[config.mk]
export PLATFORM = sky130hd
export DESIGN_NAME = mps_sequencer
export DESIGN_NICKNAME = d
export VERILOG_FILES = /design/src/logic/mps_pkg.sv /design/src/logic/mps_sequencer.sv
export SDC_FILE = /design/constraint.sdc
export NUM_CORES = 1
export LEC_CHECK = 0
export ABC_AREA = 1
export BUFFER_PORTS_ARGS = -buffer_cell sky130_fd_sc_hd__clkbuf_2
export CAP_MARGIN = 20
export CELL_PAD_IN_SITES_DETAIL_PLACEMENT = 1
export CELL_PAD_IN_SITES_GLOBAL_PLACEMENT = 1
export CORE_MARGIN = 2
export CORE_UTILIZATION = 43
export DETAILED_ROUTE_END_ITERATION = 6
export GPL_ROUTABILITY_DRIVEN = 0
export PLACE_DENSITY = 0.8
export SETUP_SLACK_MARGIN = 0.4
export SLEW_MARGIN = 20
export SYNTH_ARGS = -nofsm -noshare
export SYNTH_HDL_FRONTEND = slang
export SYNTH_SLANG_ARGS = --single-unit
[constraint.sdc]
create_clock -name pclk -period 3.84 [get_ports pclk]
set_input_delay 0.192 -clock pclk [delete_from_list [all_inputs] [get_ports pclk]]
set_output_delay 0.192 -clock pclk [all_outputs]
set_load 0.1 [all_outputs]
[src/logic/mps_pkg.sv]
package mps_pkg;
   // Widths
   localparam int PC_W   = 10;
   localparam int WORD_W = 14;
   localparam int DATA_W = 8;
   localparam int DADR_W = 6;

   // Register byte offsets
   localparam logic [11:0] REG_PCL    = 12'h000;
   localparam logic [11:0] REG_CTRL   = 12'h004;
   localparam logic [11:0] REG_STATUS = 12'h008;
   localparam logic [11:0] REG_TBLP   = 12'h00c;
   localparam logic [11:0] REG_LOOKUP_HIGH_BYTE   = 12'h010;
   localparam logic [11:0] REG_ACC    = 12'h014;

   // Control register one fields and reset value
   localparam int CTRL_EDGE_LSB = 0;
   localparam int CTRL_EXT_EN   = 2;
   localparam int CTRL_TMR_EN   = 3;
   localparam int CTRL_RUN      = 4;
   localparam logic [7:0] CTRL_RESET = 8'h10;

   // Status register fields
   localparam int ST_C       = 0;
   localparam int ST_AC      = 1;
   localparam int ST_Z       = 2;
   localparam int ST_OV      = 3;
   localparam int ST_EXT_REQ = 4;
   localparam int ST_TMR_REQ = 5;

   // Special vectors
   localparam logic [9:0] RESET_VECTOR = 10'h000;
   localparam logic [9:0] EXT_VECTOR   = 10'h004;
   localparam logic [9:0] TMR_VECTOR   = 10'h008;

   // Stack depth and idle word
   localparam logic [1:0]  STACK_DEPTH = 2'h2;
   localparam logic [13:0] IDLE_WORD   = 14'h3800;
   localparam logic [1:0]  LAST_PAGE   = 2'h3;

   // One-hot phase clocks
   typedef enum logic [3:0] {
      PH1 = 4'b0001,
      PH2 = 4'b0010,
      PH3 = 4'b0100,
      PH4 = 4'b1000
   } mps_phase_t;

   // Instruction classes in bits 13:11
   typedef enum logic [2:0] {
      CL_ALU  = 3'h0,
      CL_SKIP = 3'h1,
      CL_JMP  = 3'h2,
      CL_CALL = 3'h3,
      CL_MISC = 3'h4,
      CL_LDI  = 3'h5
   } mps_class_t;

   // Operations of the arithmetic unit
   typedef enum logic [3:0] {
      ALU_ADD = 4'h0, ALU_ADC = 4'h1, ALU_SUB = 4'h2, ALU_SBC = 4'h3,
      ALU_AND = 4'h4, ALU_OR  = 4'h5, ALU_XOR = 4'h6, ALU_CPL = 4'h7,
      ALU_RR  = 4'h8, ALU_RRC = 4'h9, ALU_RL  = 4'ha, ALU_RLC = 4'hb,
      ALU_INC = 4'hc, ALU_DEC = 4'hd, ALU_DAA = 4'he, ALU_MOV = 4'hf
   } mps_alu_t;
endpackage

[src/logic/mps_sequencer.sv]
// The implementer's own choices: the address map and register access over APB.
`timescale 1ns/1ps
// Contract
// - four phases form one instruction cycle
// - PC advances at phase one; execute later
// - fetch overlaps execute; branches take two
// - taken skip discards prefetch, runs dummy
// - ten-bit PC, low byte software visible
// - low byte write jumps in page
// - branches, interrupts, reset load PC directly
// - two-level hidden return stack
// - call/interrupt push, returns pop
// - reset leaves stack empty
// - full stack withholds interrupt acknowledge
// - call on full stack overflows unguarded
// - ALU arithmetic, logic, rotate, inc, dec
// - ALU outcomes except RR and RL update status flags
// - PC addresses 1k by 14 memory
// - reset starts at fixed vector
// - selected pin edge enters external vector
// - timer overflow enters timer vector
// - table read: pointer address, two bytes
// - unbacked high table bits read zero
// - current page or last page table
// - table reads take two cycles
// - eight-bit data path
module mps_sequencer
   import mps_pkg::*;
(
   // Clock, reset, enable
   input  wire logic                pclk,
   input  wire logic                presetn,
   input  wire logic                ce,
   // APB slave
   input  wire logic                psel,
   input  wire logic                penable,
   input  wire logic                pwrite,
   input  wire logic [11:0]         paddr,
   input  wire logic [31:0]         pwdata,
   output logic      [31:0]         prdata,
   output logic                     pready,
   output logic                     pslverr,
   // Program memory
   output logic      [PC_W-1:0]     prog_addr,
   input  wire logic [WORD_W-1:0]   prog_data,
   // Data memory
   output logic      [DADR_W-1:0]   dm_addr,
   output logic      [DATA_W-1:0]   dm_wdata,
   output logic                     dm_we,
   input  wire logic [DATA_W-1:0]   dm_rdata,
   // Interrupt sources
   input  wire logic                ext_int_pin,
   input  wire logic                timer_ovf
);

   mps_phase_t          phase;          // Current phase clock
   logic [PC_W-1:0]     pc;             // Program counter
   logic [PC_W-1:0]     stack [2];      // Return stack
   logic [1:0]          stack_ptr;      // Levels in use
   logic [WORD_W-1:0]   fetch_word;     // Prefetched instruction
   logic [WORD_W-1:0]   exec_word;      // Instruction in execution
   logic                exec_valid;     // Low for a dummy cycle
   logic                tbl_cycle;      // Second cycle of a table read
   logic [PC_W-1:0]     tbl_addr;       // Table word address
   logic [DADR_W-1:0]   tbl_dest;       // Table low byte destination
   logic [DATA_W-1:0]   acc;            // Accumulator
   logic [DATA_W-1:0]   operand;        // Data memory operand
   logic [3:0]          flags;          // C, AC, Z, OV
   logic [7:0]          ctrl;           // Control register one
   logic [DATA_W-1:0]   tblp;           // Table pointer
   logic [DATA_W-1:0]   lookup_high_byte; // Upper table bits
   logic                pcl_pend;       // Pending low byte write
   logic [DATA_W-1:0]   pcl_data;       // Value to load
   logic                ext_req;        // External request flag
   logic                tmr_req;        // Timer request flag
   logic [2:0]          pin_sync;       // Pin synchroniser and history

   // Decoded fields
   mps_class_t          op_class;
   logic [3:0]          op_sub;
   logic                op_dest;
   logic [DADR_W-1:0]   op_addr;

   // Execute results
   logic                redirect;
   logic [PC_W-1:0]     next_fetch;
   logic                do_push;
   logic                do_pop;
   logic                int_ack;
   logic                pcl_take;       // Pending low byte jump taken now
   logic                ack_ext;
   logic                tbl_start;
   logic                acc_we;
   logic                mem_we;
   logic [DATA_W-1:0]   result;
   logic [3:0]          next_flags;
   logic [14:0]         alu_out;
   logic                stack_full;
   logic                apb_wr;
   logic                pin_rise;
   logic                pin_fall;

   // Arithmetic unit: returns {update mask C AC OV Z, C, AC, OV, result}
   function automatic logic [14:0] alu_calc(input logic [3:0] op, input logic [7:0] a,
                                            input logic [7:0] m, input logic ci, input logic aci);
      logic [8:0] s;
      logic [4:0] h;
      logic [7:0] b;
      logic [7:0] r;
      logic       cin;
      logic       co;
      logic       ao;
      logic       vo;
      logic [3:0] u;
      begin
         s   = 9'h000;
         h   = 5'h00;
         b   = m;
         r   = 8'h00;
         cin = 1'b0;
         co  = ci;
         ao  = aci;
         vo  = 1'b0;
         u   = 4'b0001;
         case (op)
            ALU_ADD, ALU_ADC, ALU_SUB, ALU_SBC: begin
               // Subtract adds the complement; carry high means no borrow
               b   = (op == ALU_SUB || op == ALU_SBC) ? ~m : m;
               cin = (op == ALU_SUB) ? 1'b1 : ((op == ALU_ADD) ? 1'b0 : ci);
               s   = {1'b0, a} + {1'b0, b} + {8'h00, cin};
               h   = {1'b0, a[3:0]} + {1'b0, b[3:0]} + {4'h0, cin};
               r   = s[7:0];
               co  = s[8];
               ao  = h[4];
               vo  = (a[7] == b[7]) && (r[7] != a[7]);
               u   = 4'b1111;
            end
            ALU_AND: r = a & m;
            ALU_OR:  r = a | m;
            ALU_XOR: r = a ^ m;
            ALU_CPL: r = ~m;
            ALU_RR: begin
               r = {m[0], m[7:1]};
               u = 4'b0000;
            end
            ALU_RRC: begin
               r  = {ci, m[7:1]};
               co = m[0];
               u  = 4'b1000;
            end
            ALU_RL: begin
               r = {m[6:0], m[7]};
               u = 4'b0000;
            end
            ALU_RLC: begin
               r  = {m[6:0], ci};
               co = m[7];
               u  = 4'b1000;
            end
            ALU_INC: r = m + 8'h01;
            ALU_DEC: r = m - 8'h01;
            ALU_DAA: begin
               // Decimal adjust of the accumulator
               b  = {((a > 8'h99) || ci) ? 4'h6 : 4'h0, ((a[3:0] > 4'h9) || aci) ? 4'h6 : 4'h0};
               s  = {1'b0, a} + {1'b0, b};
               r  = s[7:0];
               co = ci | s[8] | (a > 8'h99);
               u  = 4'b1000;
            end
            default: r = m;
         endcase
         alu_calc = {u, co, ao, vo, r};
      end
   endfunction

   // Field decode of the executing instruction
   assign op_class   = mps_class_t'(exec_word[13:11]);
   assign op_sub     = exec_word[10:7];
   assign op_dest    = exec_word[6];
   assign op_addr    = exec_word[5:0];
   assign stack_full = (stack_ptr >= STACK_DEPTH);
   assign alu_out    = alu_calc(op_sub, acc, operand, flags[ST_C], flags[ST_AC]);
   assign apb_wr     = ce && psel && penable && pwrite;
   assign pin_rise   = pin_sync[1] && !pin_sync[2];
   assign pin_fall   = !pin_sync[1] && pin_sync[2];

   // Execute decision, valid at the end of the fourth phase
   always_comb begin
      redirect   = 1'b0;
      next_fetch = pc;
      do_push    = 1'b0;
      do_pop     = 1'b0;
      int_ack    = 1'b0;
      pcl_take   = 1'b0;
      ack_ext    = 1'b0;
      tbl_start  = 1'b0;
      acc_we     = 1'b0;
      mem_we     = 1'b0;
      result     = alu_out[7:0];
      next_flags = flags;
      if (exec_valid) begin
         case (op_class)
            CL_ALU: begin
               // Result to accumulator or memory, eight bits wide
               acc_we = !op_dest;
               mem_we = op_dest;
               if (alu_out[14]) next_flags[ST_C]  = alu_out[10];
               if (alu_out[13]) next_flags[ST_AC] = alu_out[9];
               if (alu_out[12]) next_flags[ST_OV] = alu_out[8];
               if (alu_out[11]) next_flags[ST_Z]  = (alu_out[7:0] == 8'h00);
            end
            CL_SKIP: begin
               // Skip decision; increment or decrement forms also write
               result = op_sub[1] ? (op_sub[0] ? operand - 8'h01 : operand + 8'h01) : operand;
               acc_we = op_sub[1] && op_dest;
               mem_we = op_sub[1] && !op_dest;
               if ((result == 8'h00) != (op_sub[1:0] == 2'b01)) begin
                  redirect = 1'b1;
               end
            end
            CL_JMP: begin
               redirect   = 1'b1;
               next_fetch = exec_word[9:0];
            end
            CL_CALL: begin
               // No guard on a full stack: the push wraps
               redirect   = 1'b1;
               do_push    = 1'b1;
               next_fetch = exec_word[9:0];
            end
            CL_MISC: begin
               if (op_sub[2:1] == 2'b00) begin
                  // Either return form pops the saved address
                  redirect   = 1'b1;
                  do_pop     = 1'b1;
                  next_fetch = stack[stack_ptr[0] ^ 1'b1];
               end else if (op_sub[2:1] == 2'b01) begin
                  tbl_start = 1'b1;
               end else if (op_sub[2:0] == 3'b100) begin
                  mem_we = 1'b1;
                  result = acc;
               end
            end
            CL_LDI: begin
               acc_we = 1'b1;
               result = exec_word[7:0];
            end
            default: ;
         endcase
      end
      // Software write of the low byte: jump within the page
      if (!redirect && !tbl_start && pcl_pend) begin
         redirect   = 1'b1;
         pcl_take   = 1'b1;
         next_fetch = {pc[9:8], pcl_data};
      end
      // Interrupt acknowledge only with a free stack level
      if (!redirect && !tbl_start && !tbl_cycle && !stack_full) begin
         if (ext_req && ctrl[CTRL_EXT_EN]) begin
            int_ack    = 1'b1;
            ack_ext    = 1'b1;
            next_fetch = EXT_VECTOR;
         end else if (tmr_req && ctrl[CTRL_TMR_EN]) begin
            int_ack    = 1'b1;
            next_fetch = TMR_VECTOR;
         end
         redirect = int_ack;
         do_push  = int_ack;
      end
   end

   // Phase clock generator, halted while run is low
   always_ff @(posedge pclk or negedge presetn) begin
      if (!presetn) begin
         phase <= PH1;
      end else if (ce && ctrl[CTRL_RUN]) begin
         case (phase)
            PH1:     phase <= PH2;
            PH2:     phase <= PH3;
            PH3:     phase <= PH4;
            default: phase <= PH1;
         endcase
      end
   end

   // Program counter and fetch address; the counter moves on as phase one begins
   always_ff @(posedge pclk or negedge presetn) begin
      if (!presetn) begin
         pc        <= RESET_VECTOR + 10'h001;
         prog_addr <= RESET_VECTOR;
      end else if (ce && ctrl[CTRL_RUN] && phase == PH4) begin
         if (tbl_start) begin
            prog_addr <= tbl_addr;
         end else begin
            prog_addr <= next_fetch;
            pc        <= next_fetch + 10'h001;
         end
      end
   end

   // Table address: current page or last page
   always_comb begin
      tbl_addr = op_sub[0] ? {LAST_PAGE, tblp} : {pc[9:8], tblp};
   end

   // Prefetch and execute slots of the pipeline
   always_ff @(posedge pclk or negedge presetn) begin
      if (!presetn) begin
         fetch_word <= IDLE_WORD;
         exec_word  <= IDLE_WORD;
         exec_valid <= 1'b0;
         tbl_cycle  <= 1'b0;
         tbl_dest   <= '0;
      end else if (ce && ctrl[CTRL_RUN]) begin
         if (phase == PH1 && !tbl_cycle) begin
            fetch_word <= prog_data;
         end
         if (phase == PH4) begin
            // A redirect discards the prefetched word
            exec_word  <= fetch_word;
            exec_valid <= !redirect && !tbl_start;
            tbl_cycle  <= tbl_start;
            if (tbl_start) tbl_dest <= op_addr;
         end
      end
   end

   // Return stack, hidden from software
   always_ff @(posedge pclk or negedge presetn) begin
      if (!presetn) begin
         stack_ptr <= 2'h0;
         stack[0]  <= '0;
         stack[1]  <= '0;
      end else if (ce && ctrl[CTRL_RUN] && phase == PH4) begin
         if (do_push) begin
            stack[stack_ptr[0]] <= pc - 10'h001;
            stack_ptr           <= stack_ptr + 2'h1;
         end else if (do_pop && stack_ptr != 2'h0) begin
            stack_ptr <= stack_ptr - 2'h1;
         end
      end
   end

   // Accumulator, status flags and operand capture
   always_ff @(posedge pclk or negedge presetn) begin
      if (!presetn) begin
         acc     <= '0;
         flags   <= '0;
         operand <= '0;
      end else if (ce && ctrl[CTRL_RUN]) begin
         if (phase == PH3) operand <= dm_rdata;
         if (phase == PH4) begin
            flags <= next_flags;
            if (acc_we) acc <= result;
         end
      end
   end

   // Data memory port: operand address, result or table byte writes
   always_ff @(posedge pclk or negedge presetn) begin
      if (!presetn) begin
         dm_addr  <= '0;
         dm_wdata <= '0;
         dm_we    <= 1'b0;
      end else if (ce) begin
         dm_we <= 1'b0;
         if (ctrl[CTRL_RUN] && phase == PH1) begin
            if (tbl_cycle) begin
               dm_addr  <= tbl_dest;
               dm_wdata <= prog_data[7:0];
               dm_we    <= 1'b1;
            end else begin
               dm_addr <= op_addr;
            end
         end else if (ctrl[CTRL_RUN] && phase == PH4 && mem_we) begin
            dm_wdata <= result;
            dm_we    <= 1'b1;
         end
      end
   end

   // Upper table bits with no memory behind them are zero
   always_ff @(posedge pclk or negedge presetn) begin
      if (!presetn) begin
         lookup_high_byte <= '0;
      end else if (ce && ctrl[CTRL_RUN] && phase == PH1 && tbl_cycle) begin
         lookup_high_byte <= {2'b00, prog_data[13:8]};
      end
   end

   // Pin synchroniser, then edge history
   always_ff @(posedge pclk or negedge presetn) begin
      if (!presetn) begin
         pin_sync <= 3'h0;
      end else if (ce) begin
         pin_sync <= {pin_sync[1:0], ext_int_pin};
      end
   end

   // Request flags: a new event wins over the acknowledge clear
   always_ff @(posedge pclk or negedge presetn) begin
      if (!presetn) begin
         ext_req <= 1'b0;
         tmr_req <= 1'b0;
      end else if (ce) begin
         if ((pin_rise && ctrl[CTRL_EDGE_LSB+1]) || (pin_fall && ctrl[CTRL_EDGE_LSB])) begin
            ext_req <= 1'b1;
         end else if (int_ack && ack_ext && ctrl[CTRL_RUN] && phase == PH4) begin
            ext_req <= 1'b0;
         end
         if (timer_ovf) begin
            tmr_req <= 1'b1;
         end else if (int_ack && !ack_ext && ctrl[CTRL_RUN] && phase == PH4) begin
            tmr_req <= 1'b0;
         end
      end
   end

   // Software registers and pending low byte jump
   always_ff @(posedge pclk or negedge presetn) begin
      if (!presetn) begin
         ctrl     <= CTRL_RESET;
         tblp     <= '0;
         pcl_pend <= 1'b0;
         pcl_data <= '0;
      end else if (ce) begin
         // Cleared only once the page jump itself is taken, not by a branch of the program
         if (pcl_take && ctrl[CTRL_RUN] && phase == PH4) begin
            pcl_pend <= 1'b0;
         end
         if (apb_wr) begin
            if (paddr == REG_PCL) begin
               pcl_pend <= 1'b1;
               pcl_data <= pwdata[7:0];
            end else if (paddr == REG_CTRL) begin
               ctrl <= pwdata[7:0];
            end else if (paddr == REG_TBLP) begin
               tblp <= pwdata[7:0];
            end
         end
      end
   end

   // Read data captured in the setup cycle
   always_ff @(posedge pclk or negedge presetn) begin
      if (!presetn) begin
         prdata <= '0;
      end else if (ce && psel && !penable) begin
         prdata <= '0;
         if (paddr == REG_PCL) begin
            prdata[7:0] <= pc[7:0];
         end else if (paddr == REG_CTRL) begin
            prdata[7:0] <= ctrl;
         end else if (paddr == REG_STATUS) begin
            prdata[5:0] <= {tmr_req, ext_req, flags};
         end else if (paddr == REG_TBLP) begin
            prdata[7:0] <= tblp;
         end else if (paddr == REG_LOOKUP_HIGH_BYTE) begin
            prdata[7:0] <= lookup_high_byte;
         end else if (paddr == REG_ACC) begin
            prdata[7:0] <= acc;
         end
      end
   end

   // Ready follows the clock enable; unmapped offsets answer with an error
   assign pready  = ce;
   assign pslverr = psel && penable && !(paddr == REG_PCL || paddr == REG_CTRL || paddr == REG_STATUS ||
                                          paddr == REG_TBLP || paddr == REG_LOOKUP_HIGH_BYTE || paddr == REG_ACC);

endmodule
* Word-level counts from Yosys, hierarchy flattened *
Cells that the tools add are included.
Widths: inputs -> output; s select.

word-level totals
  register bits = 161
  input bits = 74
  output and inout port bits = 59
  word-level logic and storage cells = 271

operators by class
  add/sub/neg operators = 11
  magnitude comparators = 6
  equal/unequal tests = 35
  muxes and demuxes = 83
  bitwise logic cells = 12
  reductions and logical operators = 95

operator list
  operator               count
  $mux 10                12
  $mux 8                 15
  $pmux 8 s12            1
  $logic_and 1x1->1      39
  $mux 1                 38
  $eq 4x4->1 const B     8
  $eq 12x4->1 const B    2
  $eq 12x5->1 const B    2
  $pmux 4 s3             2
  $pmux 8 s3             1
  $bwmux 20              1
  $eq 4x3->1 const B     5
  $pmux 10 s2            1
  $reduce_and 2->1       9
  $logic_not 8->1        2
  $reduce_and 5->1       3
  $eq 12x3->1 const B    1
  $eq 4x2->1 const B     3
  $logic_not 1->1        12
  $logic_not 12->1       1
  $mux 6                 2
  $reduce_and 3->1       4
  $reduce_and 6->1       2
  $add 10x1->10 const B  1
  44 further kinds       75

* Logic depth before layout (Yosys ltp) *
  depth in word-level cells = 23
  mapped depth = 28
  depth with buffers taken out = 26

* Least setup slack after synthesis *
Ideal clock, no wire load.

  kind = input-to-output
  start point = input paddr[7]
  end point = output pslverr
  arrival time = 3.711 ns
  required time = 3.648 ns
  slack = -0.063 ns
  cell stages on the path = 9
  buffers on the path = 1
  cell sequence = nor3_1 -> inv_1 -> nor2_1 -> inv_1 -> nor2_1 -> nand2_1 -> clkbuf_1 -> nand4_1 -> nor4_1

between the ends
  word-level cells in the longest chain between the ends = 8
  elaborated cells between the ends (all ways) = 13

ends and longest elaborated chain
  item                                             RTL line              RTL
  start, declared                                  mps_sequencer.sv:38   input wire logic [11:0] paddr,
  $eq 12x3->1 or $logic_not 12->1 (tied branches)  mps_sequencer.sv:468  assign pslverr = psel && penable && !(paddr == REG_PCL || paddr == REG_CTRL || paddr == REG_STATUS ||
  $logic_or 1x1->1 (3 in a row)                    mps_sequencer.sv:468
  $logic_or 1x1->1                                 mps_sequencer.sv:469  paddr == REG_TBLP || paddr == REG_LOOKUP_HIGH_BYTE || paddr == REG_ACC);
  $logic_or 1x1->1 (*)                             mps_sequencer.sv:469
  $logic_not 1->1 (*)                              mps_sequencer.sv:468
  $logic_and 1x1->1 (*)                            mps_sequencer.sv:468
  end, declared                                    mps_sequencer.sv:42   output logic pslverr,

Every way passes the cells marked *; elsewhere a longest branch is shown, timed or not.

* Worst setup path in the final report *
  start point = register operand[0]
  end point = register pc[5]

between the ends
  word-level cells in the longest chain between the ends = 18
  elaborated cells between the ends (all ways) = 22

ends and longest elaborated chain
  item                                        RTL line              RTL
  start, declared                             mps_sequencer.sv:67   logic [DATA_W-1:0] operand;
  start signal, assigned                      mps_sequencer.sv:351  if (phase == PH3) operand <= dm_rdata;
  $add 8x1->8 or $sub 8x1->8 (tied branches)  mps_sequencer.sv:214  result = op_sub[1] ? (op_sub[0] ? operand - 8'h01 : operand + 8'h01) : operand;
  $mux 8                                      mps_sequencer.sv:214
  $mux 8 (*)                                  mps_sequencer.sv:214
  $logic_not 8->1 (*)                         mps_sequencer.sv:217  if ((result == 8'h00) != (op_sub[1:0] == 2'b01)) begin
  $ne 1x1->1 (*)                              mps_sequencer.sv:217
  $mux 1 (*)                                  mps_sequencer.sv:217
  $pmux 1 s3 (*)                              mps_sequencer.sv:202  case (op_class)
  $mux 1 (*)                                  mps_sequencer.sv:201  if (exec_valid) begin
  $logic_not 1->1                             mps_sequencer.sv:252  if (!redirect && !tbl_start && pcl_pend) begin
  $logic_and 1x1->1 (2 in a row)              mps_sequencer.sv:252
  $mux 1                                      mps_sequencer.sv:252
  $logic_not 1->1                             mps_sequencer.sv:258  if (!redirect && !tbl_start && !tbl_cycle && !stack_full) begin
  $logic_and 1x1->1 (3 in a row)              mps_sequencer.sv:258
  $mux 10 (*)                                 mps_sequencer.sv:258
  $add 10x1->10 (*)                           mps_sequencer.sv:296  pc <= next_fetch + 10'h001;
  end signal, assigned                        mps_sequencer.sv:289  pc <= RESET_VECTOR + 10'h001;
  end signal, assigned                        mps_sequencer.sv:296
  end, declared                               mps_sequencer.sv:57   logic [PC_W-1:0] pc;

Marks and branches as above.
A chain may end at the register's enable or synchronous reset.

==> flow_metrics.env <==
export IMPL_path_clk_slew_ns=0.08
export IMPL_n_fill_cell=2984
export IMPL_worst_hold_slack_ns=-0.00156
export IMPL_drive_above_1_share=0.176
export IMPL_violations="negative hold slack"
export IMPL_setup_viol=0
export IMPL_cts_buffers=17
export IMPL_crit_start="operand[0]"
export IMPL_synth_largest_area_cell="dfrtp_1"
export IMPL_clk_latency_ns=0.44
export IMPL_status="finished with violations"
export IMPL_tightest_slew_ns=0.931
export IMPL_initial_core_util=0.436
export IMPL_cellPowerDensity_nw_per_um2=311
export IMPL_hold_class="primary input to flop"
export IMPL_min_from="dm_rdata[2]"
export IMPL_clock_path_buffers=2
export IMPL_period_share=0.852
export IMPL_ys_seq_area_frac=0.396
export IMPL_clock_sinks=161
export IMPL_fp_row_count=56
export IMPL_die_area_um2=25000
export IMPL_critPathMaxFanout=9
export IMPL_yosys_top_cells_count="314 x nand2_1, 161 x inv_1, 159 x o21ai_0, 152 x dfrtp_1, 109 x nor2_1"
export IMPL_routedWlPerCell_um=20.3
export IMPL_ant_nets=0
export IMPL_syn_area_per_cell_um2=7.53
export IMPL_coreArea_um2=23400
export IMPL_synth_area_um2=10200
export IMPL_drv_slew=0
export IMPL_syn_to_final_growth_pct=17.4
export IMPL_finalHoldViolCount=1
export IMPL_fp_dieH_um=158
export IMPL_skew_ns=0.0142
export IMPL_cts_root_buf="clkbuf_16"
export IMPL_place_hpwl_mm=26.9
export IMPL_ir_drop_mv=0.185
export IMPL_leakagePower_nw=5.91
export IMPL_power_total_mw=3.72
export IMPL_dr_pass1_iters=5
export IMPL_cp_end_kind="flop"
export IMPL_vias_per_cell=5.64
export IMPL_synth_edf_count=0
export IMPL_finalWirelength_mm=36.7
export IMPL_ys_warnings_count=0
export IMPL_cp_required_ns=4.16
export IMPL_synth_top_area_share=0.373
export IMPL_ys_top_cells_by_area="dfrtp_1 37%, nand2_1 12%, o21ai_0 7.8%"
export IMPL_cts_tree="yes"
export IMPL_max_freq_mhz=306
export IMPL_vias=10200
export IMPL_antenna_found_initial=0
export IMPL_final_util=0.512
export IMPL_io_pins=133
export IMPL_h_tree_depth=4
export IMPL_start_kind="flop"
export IMPL_rr_startpoint="operand[0]"
export IMPL_first_iter_violations=724
export IMPL_max_cap_violations=0
export IMPL_synth_cells=1356
export IMPL_grt_usage=0.298
export IMPL_drcViolationCount=0
export IMPL_gr_total_overflow=0
export IMPL_synth_cell_type_count=57
export IMPL_synth_most_common_cell="nand2_1"
export IMPL_rsz0062_at_grt="no"
export IMPL_ys_seq_elements=161
export IMPL_synthArstFlopShare=1.00
export IMPL_grt_max_degree=98
export IMPL_max_slew_margin=0.379
export IMPL_finish_net_count=1581
export IMPL_crit_type="flop to flop"
export IMPL_numPortBuffers=84
export IMPL_synth_top_flop_cell="dfrtp_1"
export IMPL_post_route_min_period_ns=3.27
export IMPL_grt_pass1_vias=10400
export IMPL_diodes=0
export IMPL_die_w_um=158
export IMPL_arrival_ns=3.59
export IMPL_tns_ns=0
export IMPL_grt_pass1_wl_mm=56.6
[cell type report]
cell class                 count  area [um2]  area share
multi-input combinational    977        5380       0.449
sequential                   161        4050       0.338
timing repair buffer         141         875      0.0730
inverter                     175         659      0.0550
clock buffer                  17         425      0.0355
tap                          319         399      0.0333
clock inverter                15         194      0.0162
[flip-flops by register name, indices dropped and copies added (netlist names), 3 cells and up]
| name | cells |
|---|---|
| stack | 20 |
| exec_word | 14 |
| fetch_word | 14 |
| pc | 10 |
| prog_addr | 10 |
| acc | 8 |
| ctrl | 8 |
| dm_wdata | 8 |
| operand | 8 |
| pcl_data | 8 |
| prdata | 8 |
| tblp | 8 |
| dm_addr | 6 |
| lookup_high_byte | 6 |
| tbl_dest | 6 |
| flags | 4 |
| phase | 4 |
| pin_sync | 3 |
[metrics by stage]
step	area (um2)	std cells	setup WS, ns
global route	12000	1805	0.346
CTS	11800	1796	0.365
finish	12000	1805	0.569
global placement	11000	1752	0.295
floorplan	10300	1379	0.526
detailed placement	11000	1752	0.194
[report_power, final]
group	internal, mW	total, mW	switching, mW	leakage (nW)
Sequential	1.70	1.70	0.00255	1.95
Clock	0.942	1.80	0.863	0.292
Combinational	0.0342	0.215	0.181	3.67
Total	2.67	3.72	1.05	5.91
[timing repair]
item                       4_1_cts  5_1_grt
setup buffers                    3        8
gates resized for setup         15       49
cloned                           0        1
setup endpoints to repair       30       48
hold endpoints to repair        96        0
pin swaps                        3       11
hold buffers                     9        0
[cells by family after synthesis]
group / synth area share
flops: 0.396
other cells: 0.000367
xor+xnor: 0.0215
compound gates: 0.182
fa+ha+maj: 0.0439
mux: 0.0116
simple gates: 0.242
buf+inv: 0.102
[layout by cell type (no fill, tap or decap), types with 6 or more instances in the layout]
cell / count
nand4_1: 27
o21ai_0: 146
nand2_1: 312
inv_2: 15
nand2_2: 8
o22ai_1: 8
o2111ai_1: 6
nand3_1: 54
dfrtp_1: 148
o21ai_1: 20
nor2_2: 10
nor2_1: 99
inv_8: 6
a221oi_1: 8
o211ai_1: 23
buf_4: 47
xor2_1: 20
clkbuf_2: 83
nand3_2: 6
dfstp_2: 9
o21ai_2: 9
nor2_4: 9
inv_1: 155
o221ai_1: 12
ha_1: 30
a21oi_1: 58
dlygate4sd3_1: 9
a211oi_1: 7
conb_1: 24
clkbuf_16: 17
nor3_1: 19
[path summary, 6_finish.rpt]
kind	to	slack, ns	depth (start not counted)
worst max-delay path	pc[5]	0.57	21
worst min-delay path	operand[2]	-0.002	3
worst max register to register	pc[5]	0.57	21
worst min register to register	pin_sync[0]	0.48	2
max in group asynchronous	pc[6]	2.44	3
min in group asynchronous	stack[14]	0.45	2
[layer usage]
metal  share of wire  routed length (um)  track usage
met1            0.41               14900        0.369
met3           0.054                1980       0.0433
met2            0.49               18100        0.513
met4           0.048                1750        0.139
met5               0                   0            0
[critical path: stages, from the launching register on]
cell and delay (ns):
dfrtp_1 0.45, inv_4 0.14, ha_2 0.20, inv_1 0.06
nor2_2 0.12, nand3_1 0.09, nand2_1 0.07, nand2_1 0.11
nand2_1 0.10, nand3_2 0.11, nor2_2 0.12, nand4_1 0.13
nand3_2 0.15, nand2_2 0.09, nand2_4 0.13, nand4_1 0.26
nand3_4 0.24, nand2_2 0.12, nand2_4 0.14, nor2_8 0.05
nor3_1 0.17, nor2_1 0.08
(Power assumes the default switching activity.)
